File: src/usb_port_route_pkg.sv
// Purpose: Shared types and constants for the host port routing block
// Assumes: Three host ports plus one OTG port; port 3 is index 2
// Notes: Mode codes are one-hot so illegal mixes decode cleanly
package usb_port_route_pkg;

    // ------------------------------------------------------------------
    // Port modes and owners
    // ------------------------------------------------------------------
    typedef enum logic [2:0] {
        MODE_SERIAL = 3'b001,
        MODE_TLL = 3'b010,
        MODE_ULPI_PHY = 3'b100
    } port_mode_t;

    typedef enum logic [1:0] {
        OWN_NONE = 2'b00,
        OWN_HS = 2'b01,
        OWN_FS = 2'b10
    } owner_t;

    localparam int NUM_PORTS = 3;
    localparam int NO_PHY_PORT = 2;
    localparam int ULPI_DATA_W = 8;
    localparam int ULPI_PINS = 12;
    localparam int HS_RATE_MBPS = 480;
    localparam int FS_RATE_KBPS = 12000;
    localparam int LS_RATE_KBPS = 1500;
    localparam int CLK_PERIOD_NS = 4;
    // Link clock divider: half period of generated ULPI clock in cycles
    localparam int LINK_HALF_NS = 8;
    localparam int LINK_HALF_CYC = (LINK_HALF_NS + CLK_PERIOD_NS - 1) / CLK_PERIOD_NS;

    // ULPI pin group toward an external transceiver
    typedef struct packed {
        logic [7:0] data;
        logic dir;
        logic nxt;
    } ulpi_in_t;

    typedef struct packed {
        logic [7:0] data;
        logic data_oe_b;
        logic stp;
    } ulpi_out_t;

endpackage : usb_port_route_pkg

File: src/usb_host_port_ownership_mux.sv
// Purpose: Port ownership, mode routing and ULPI link steering
// Assumes: Mode configuration arrives as plain inputs, static in use
// Notes: One design file; link clock of OTG port sampled from the pin
//
// Summary of operation
// Each enabled host port with a legal mode is owned by exactly one host controller.
// The high-speed controller carries 480 Mbit/s traffic over UTMI or ULPI.
// The full/low-speed controller carries 12/1.5 Mbit/s over a serial link.
// Both controllers run at once, each on its own ports, with no stall.
// A UTMI-side port is converted to transceiver-less ULPI toward the far side.
// Software must give every port the same mode family once any uses ULPI.
// Port 3 may only be serial or transceiver-less, never external-PHY ULPI.
// On ports 1 and 2 with an external PHY the controller sources the link clock.
// An external-PHY port carries only high-speed traffic, via a hub for slower.
// The OTG port uses a 12-pin ULPI link with an 8-bit single-rate data path.
// The OTG port's PHY makes the link clock itself for the controller.
// Mixed modes or port 3 in external-PHY mode flag an error and disable the port.
`timescale 1ns/1ps
`default_nettype none
module usb_host_port_ownership_mux #(
    parameter int NPORT = usb_port_route_pkg::NUM_PORTS
) (
    // Clock and reset
    input wire logic clk,
    input wire logic rst_b,
    // Configuration
    input wire logic [NPORT-1:0] port_en,
    input wire usb_port_route_pkg::port_mode_t port_mode [NPORT],
    // Controller side, per port
    input wire logic [NPORT-1:0] hs_tx_valid,
    input wire logic [7:0] hs_tx_data [NPORT],
    input wire logic [NPORT-1:0] fs_tx_valid,
    input wire logic [NPORT-1:0] fs_tx_bit,
    // Far side, per port (ULPI pins, or TLL link)
    input wire usb_port_route_pkg::ulpi_in_t port_ulpi_in [NPORT],
    output usb_port_route_pkg::ulpi_out_t port_ulpi_out [NPORT],
    output logic [NPORT-1:0] port_clk_out,
    output logic [NPORT-1:0] port_serial_out,
    // Status
    output usb_port_route_pkg::owner_t port_owner [NPORT],
    output logic [NPORT-1:0] port_active,
    output logic cfg_error,
    // OTG ULPI link, clock from the PHY
    input wire logic otg_link_clk,
    input wire usb_port_route_pkg::ulpi_in_t otg_ulpi_in,
    input wire logic otg_tx_valid,
    input wire logic [7:0] otg_tx_data,
    output usb_port_route_pkg::ulpi_out_t otg_ulpi_out,
    output logic [7:0] otg_rx_data,
    output logic otg_rx_valid
);

    // ------------------------------------------------------------------
    // Configuration check
    // ------------------------------------------------------------------
    logic any_ulpi, any_other, mixed;
    logic [NPORT-1:0] bad_d, bad_q;
    usb_port_route_pkg::owner_t owner_d [NPORT];
    usb_port_route_pkg::owner_t owner_q [NPORT];

    // Mode family clash across enabled ports
    always_comb
    begin
        any_ulpi = 1'b0;
        any_other = 1'b0;
        for (int i = 0; i < NPORT; i++)
        begin
            if (port_en[i] && port_mode[i] == usb_port_route_pkg::MODE_ULPI_PHY)
                any_ulpi = 1'b1;
            if (port_en[i] && port_mode[i] != usb_port_route_pkg::MODE_ULPI_PHY)
                any_other = 1'b1;
        end
        mixed = any_ulpi && any_other;
        // Owner per port; bad ports stay unowned and idle
        for (int i = 0; i < NPORT; i++)
        begin
            bad_d[i] = port_en[i] && (mixed ||
                ((i == usb_port_route_pkg::NO_PHY_PORT) &&
                 port_mode[i] == usb_port_route_pkg::MODE_ULPI_PHY));
            if (!port_en[i] || bad_d[i])
                owner_d[i] = usb_port_route_pkg::OWN_NONE;
            else if (port_mode[i] == usb_port_route_pkg::MODE_SERIAL)
                owner_d[i] = usb_port_route_pkg::OWN_FS;
            else
                owner_d[i] = usb_port_route_pkg::OWN_HS;
        end
    end

    always_ff @(posedge clk)
    begin
        if (!rst_b)
        begin
            bad_q <= '0;
            for (int i = 0; i < NPORT; i++)
                owner_q[i] <= usb_port_route_pkg::OWN_NONE;
        end
        else
        begin
            bad_q <= bad_d;
            owner_q <= owner_d;
        end
    end

    // ------------------------------------------------------------------
    // Link clock divider for external-PHY ports
    // ------------------------------------------------------------------
    logic [3:0] div_d, div_q;
    logic lclk_d, lclk_q;

    // Divider; runs always so every PHY port sees one shared clock
    always_comb
    begin
        if (div_q == 4'(usb_port_route_pkg::LINK_HALF_CYC - 1))
        begin
            div_d = '0;
            lclk_d = ~lclk_q;
        end
        else
        begin
            div_d = div_q + 4'd1;
            lclk_d = lclk_q;
        end
    end

    // ------------------------------------------------------------------
    // Per-port data steering, registered
    // ------------------------------------------------------------------
    usb_port_route_pkg::ulpi_out_t pout_d [NPORT];
    usb_port_route_pkg::ulpi_out_t pout_q [NPORT];
    logic [NPORT-1:0] ser_d, ser_q;

    // Each port reads only its own owner, so controllers never contend
    always_comb
    begin
        for (int i = 0; i < NPORT; i++)
        begin
            pout_d[i] = '{data: 8'h00, data_oe_b: 1'b1, stp: 1'b0};
            ser_d[i] = 1'b0;
            if (owner_q[i] == usb_port_route_pkg::OWN_HS && hs_tx_valid[i]
                && !port_ulpi_in[i].dir)
            begin
                pout_d[i].data = hs_tx_data[i];
                pout_d[i].data_oe_b = 1'b0;
            end
            if (owner_q[i] == usb_port_route_pkg::OWN_FS && fs_tx_valid[i])
                ser_d[i] = fs_tx_bit[i];
        end
    end

    always_ff @(posedge clk)
    begin
        if (!rst_b)
        begin
            ser_q <= '0;
            div_q <= '0;
            lclk_q <= 1'b0;
            for (int i = 0; i < NPORT; i++)
                pout_q[i] <= '{data: 8'h00, data_oe_b: 1'b1, stp: 1'b0};
        end
        else
        begin
            ser_q <= ser_d;
            div_q <= div_d;
            lclk_q <= lclk_d;
            pout_q <= pout_d;
        end
    end

    // Outputs; clock only on ports 1 and 2 in external-PHY mode
    always_comb
    begin
        for (int i = 0; i < NPORT; i++)
        begin
            port_owner[i] = owner_q[i];
            port_active[i] = owner_q[i] != usb_port_route_pkg::OWN_NONE;
            port_ulpi_out[i] = pout_q[i];
            port_clk_out[i] = lclk_q && owner_q[i] == usb_port_route_pkg::OWN_HS
                && port_mode[i] == usb_port_route_pkg::MODE_ULPI_PHY;
        end
        port_serial_out = ser_q;
        cfg_error = |bad_q;
    end

    // ------------------------------------------------------------------
    // OTG ULPI link, registered on clk and stepped by sampled rises of the PHY's own clock
    // ------------------------------------------------------------------
    logic [2:0] lk_d, lk_q;
    logic lk_rise;
    usb_port_route_pkg::ulpi_in_t oin_s1_q, oin_s2_q;
    usb_port_route_pkg::ulpi_out_t oout_d, oout_q;
    logic [7:0] orx_d, orx_q;
    logic orxv_d, orxv_q;

    // Clock edge finder; stage 0 feeds only stage 1
    always_comb
    begin
        lk_d = {lk_q[1:0], otg_link_clk};
        lk_rise = lk_q[1] && !lk_q[2];
    end

    // Capture on PHY clock rise; 8-bit single-rate data both ways
    always_comb
    begin
        oout_d = oout_q;
        orx_d = orx_q;
        orxv_d = 1'b0;
        if (lk_rise)
        begin
            if (oin_s2_q.dir)
            begin
                oout_d.data_oe_b = 1'b1;
                orx_d = oin_s2_q.data;
                orxv_d = 1'b1;
            end
            else
            begin
                oout_d.data_oe_b = !otg_tx_valid;
                oout_d.data = otg_tx_valid ? otg_tx_data : 8'h00;
            end
            oout_d.stp = 1'b0;
        end
    end

    always_ff @(posedge clk)
    begin
        if (!rst_b)
        begin
            lk_q <= '0;
            oin_s1_q <= '0;
            oin_s2_q <= '0;
            oout_q <= '{data: 8'h00, data_oe_b: 1'b1, stp: 1'b0};
            orx_q <= '0;
            orxv_q <= 1'b0;
        end
        else
        begin
            lk_q <= lk_d;
            oin_s1_q <= otg_ulpi_in;
            oin_s2_q <= oin_s1_q;
            oout_q <= oout_d;
            orx_q <= orx_d;
            orxv_q <= orxv_d;
        end
    end

    assign otg_ulpi_out = oout_q;
    assign otg_rx_data = orx_q;
    assign otg_rx_valid = orxv_q;
endmodule : usb_host_port_ownership_mux
`default_nettype wire

File: config.mk
export PLATFORM = sky130hd
export DESIGN_NAME = usb_host_port_ownership_mux
export DESIGN_NICKNAME = d
export VERILOG_FILES = /design/src/usb_port_route_pkg.sv /design/src/usb_host_port_ownership_mux.sv
export SDC_FILE = /design/constraint.sdc
export NUM_CORES = 1
export LEC_CHECK = 0
export BUFFER_PORTS_ARGS = -buffer_cell sky130_fd_sc_hd__buf_2
export CAP_MARGIN = 5
export CELL_PAD_IN_SITES_DETAIL_PLACEMENT = 1
export CELL_PAD_IN_SITES_GLOBAL_PLACEMENT = 2
export CORE_MARGIN = 8
export CORE_UTILIZATION = 22
export CTS_CLUSTER_SIZE = 12
export DETAILED_ROUTE_END_ITERATION = 12
export GPL_TIMING_DRIVEN = 0
export PLACE_DENSITY_LB_ADDON = 0.12
export SLEW_MARGIN = 25
export SYNTH_ARGS = -nofsm -noshare
export SYNTH_HDL_FRONTEND = slang
export SYNTH_SLANG_ARGS = --single-unit
export TNS_END_PERCENT = 100
File: constraint.sdc
create_clock -name clk -period 1.1 [get_ports clk]
set_input_delay 0.275 -clock clk [delete_from_list [all_inputs] [get_ports clk]]
set_output_delay 0.275 -clock clk [all_outputs]
set_load 0.005 [all_outputs]
==> results <==
- For this design, the CTS-stage hold fixing added 0 buffers.
- The clock sink count is 83.
- The count of final setup violators is 25.
- The data arrival time at the worst-slack endpoint is 1150 ps.
- The final antenna-violating net count is 0.
- Synthesis produced a netlist whose cell count is around 270.
- The checks that failed: setup timing.
- The maximum number of pins on one net before global-route repair is 13.
- In the layout the commonest cells are 117 x buf_2, 65 x dfxtp_1, 44 x and2_1, 22 x buf_6, 18 x nand2_1.
- During synthesis, Yosys emitted a total of 0 warnings.
- For this run, the register share of the synthesized area comes to 0.593.
- The overall power consumption is 0.00694 W.
- Counting the buffers created by CTS gives 9.
- Compared with the post-synthesis result, the final layout area differs by 63.0%.
- The placement-stage worst setup slack is -350 ps.
- The end-of-flow core utilization is 0.365.
- For this run, the top clock speed supported by timing is 703 MHz.
- Across the routed clock network, the largest skew measured is 4.09 ps.
- The die covers 16600 µm².
- Clock-pin slew was measured on the worst setup and hold paths at about 60 ps.
- The count of endpoints failing hold in the final timing report was 0.
- The overall routed net length is 8.87 mm.
- Counting along the longest clock path gives a buffer depth of 2.
- The aggregate global-route resource usage is 0.105.
- The run finished, with violations left.
- Dividing the detail-routed wire length by the instance count gives 14.6 µm.
- The first detailed-routing pass took 4 iterations.
- The analysis attributes to cell leakage a power of 2.05 nW.
- The number of antenna repair diodes is 0.
- The cell with the biggest individual delay on the critical path is dfxtp_4.
- Across the whole layout, storage elements account for 1690 µm².
- The total power per unit cell area is 1520 nW/µm².
- The max-slew violation count is 0.
- After detailed placement, the total cell area comes to 3670 µm².
- After detailed routing, the number of vias per cell comes to 3.91.
- The critical path start-end classification is reg -> out.
- The root buffer cell chosen for the clock tree is clkbuf_16.
- The number of buffers and inverters on the critical path is 1.
- The count of routing violations after the opening detailed-route iteration is 57.
- The type of element capturing the critical path is an output port.
- The shortest period the worst path allows is 1420 ps.
- The actual transition at the worst max-transition pin is 572 ps.
- STA classifies the critical path startpoint as a flip-flop.
- The routed layout has roughly 2400 vias.
- The count of placed standard cells in the final layout, fillers left out is 607.
- Max-cap violations in this run came to 0.
- Row generation in the floorplan step produced around 40 rows.
- At the end of routability-driven placement, the weighted congestion stood at 0.693.
- CTS built an H-tree with a depth of 3.
- The effective utilization at floorplan is 0.224.
- The number of global-route vias before repair is 2491.
- The distinct cell type count of the synthesized netlist is 35.
- Setup repair after global routing could not meet its margin everywhere.
- At the worst endpoint, the required time is 820 ps.
- Setup slack on the critical path of the routed design comes to -323 ps.
- The total area inside the core boundary comes to ~13000 µm².
- The design area is 4560 µm².
- The final layout contains 530 nets.
- The number of synthesized flops with an enable pin is 0.
- The commonest register cell after synthesis is dfxtp_1.
- The class of the most critical hold timing path is in -> reg.
- Counting flops with an async set or reset pin after synthesis yields a share of 0.
- Measured along the y axis, the die boundary spans 129 µm.
- The detailed-placement wirelength estimate is 6.53 mm.
- The setup slack of the most critical reg-to-reg path is -80 ps.
- Along the worst path, the maximum fanout reaches 4.
- The detailed-route DRC error count is 0.
- At the later pin of the worst-skew pair, clock insertion delay measures 330 ps.
- The mean cell area of the mapped netlist is 10.4 µm².
- The cell family contributing the most delay on the critical path is simple AND/OR/NAND/NOR gates.
- In this run the horizontal extent of the chip is between 100 and 150 µm.
- The number of antenna violations at the first check in global routing is 1.
- The global route total overflow is 0.
- Of the cells placed in the final design, the portion with a size suffix greater than 1 is 0.554.
- The number of top-level pins is about 160.
- The critical path goes through nor2b_4 > and3_4 > buf_6.
- After synthesis the netlist holds a flip-flop and latch count of 83.
- The first-pass GRT wire length is roughly 13 mm.
- In this run the tool buffered the top-level ports with about 130 buffer cells.
- In the finished design, the share of the clock period the worst path needs comes to 1.29.
- After filler insertion, the fill cell instance count of the layout stands at 1465.
- The number of placed instances, taps included, is 572.
- The library cell used most frequently in the layout, excluding fill and tap cells, is buf_2.
- The synthesized cell area is 2800 µm².
- In this design, the stage delay of the slowest critical-path cell is 360 ps.
- The TritonCTS clock tree is built.
- The peak supply drop is between 0.5 and 0.6 mV.
- The area of the multi-input gates is 1360 µm².
- The worst pin sits at a relative slew slack of 0.618.
==> final timing paths <==
kind                             from                      endpoint  depth (start not counted)
min reg2reg    oin_s1_q[7]$_SDFF_PN0_        oin_s2_q[7]$_SDFF_PN0_                          1
max          port_owner[2]$_SDFF_PP0_               port_clk_out[1]                          3
min                     hs_tx_data[6]   port_ulpi_out[8]$_SDFF_PN0_                          2
max reg2reg        lk_q[2]$_SDFF_PN0_  otg_ulpi_out[5]$_SDFFE_PN0P_                          5
==> per-layer routing <==
metal  up-vias  wire (µm)  track usage
li1       1194          -            -
met1      1099       3490        0.114
met2        61       4590        0.176
met3        15        648       0.0472
met4         2        125       0.0435
met5         -         12            0
==> cell families after synthesis <==
family / synth area share
AOI/OAI and AO/OA: 0.0545
xor gates and xnor gates: 0.0156
adders and majority gates: 0.00894
buffers and inverters: 0.0331
DFF: 0.593
other: 0.00134
and+or+nand+nor: 0.293
==> per-stage QoR <==
step,TNS (ps),hold slack [ps]
floorplan,-39.0,353
global placement,-13620,416
detailed placement,-14340,421
CTS,-2810,126
global route,-4870,123
finish,-3060,140
==> area by class of cell <==
class,instances,area share
timing repair buffer,145,0.191
sequential,83,0.371
buffer,13,0.0208
clock inverter,2,0.0132
clock buffer,13,0.0548
tap,172,0.0472
inverter,4,0.00329
multi-input combinational,175,0.299
==> sequential cells by signal (all words and copies together) (netlist names) <==
signal	cells
oin_s2_q	9
otg_rx_data	8
oin_s1_q	9
port_ulpi_out	27
port_owner	6
otg_ulpi_out	9
otg_rx_valid	1
div_q	4
port_serial_out	3
lclk_q	1
lk_q	3
bad_q	3
==> Yosys cell counts, types with 4 or more instances <==
| cell type | n | area [µm²] |
|---|---|---|
| a21boi_0 | 15 | 113 |
| and2_1 | 47 | 294 |
| buf_4 | 4 | 30.0 |
| clkbuf_1 | 6 | 22.5 |
| dfxtp_1 | 83 | 1660 |
| inv_1 | 4 | 15.0 |
| nand2_1 | 23 | 86.3 |
| nand2b_1 | 5 | 31.3 |
| nand3_1 | 22 | 110 |
| nor2_1 | 10 | 37.5 |
| nor2b_1 | 4 | 25.0 |
| xor2_1 | 4 | 35.0 |
==> report_power, final <==
part | total (W) | internal, W | switching (W)
combinational | 0.000644 | 0.000357 | 0.000286
clock | 0.00315 | 0.00204 | 0.00111
sequential | 0.00314 | 0.00309 | 0.0000499
total | 0.00694 | 0.00549 | 0.00145
==> worst reg2reg max path: stages (launching register included) <==
cell and delay (ps):
dfxtp_1 290, and2b_4 290, nor2b_4 160, buf_8 150
nand3_2 80, a21boi_1 140
==> what timing repair did <==
| item | in CTS | in global routing |
|---|---|---|
| gates resized for setup | 73 | 61 |
| endpoints found under the setup margin | 60 | 73 |
| gates cloned | 2 | 3 |
| buffers inserted | 9 | 11 |
| pin swaps | 18 | 28 |
Power figures use the tool's default switching activity.
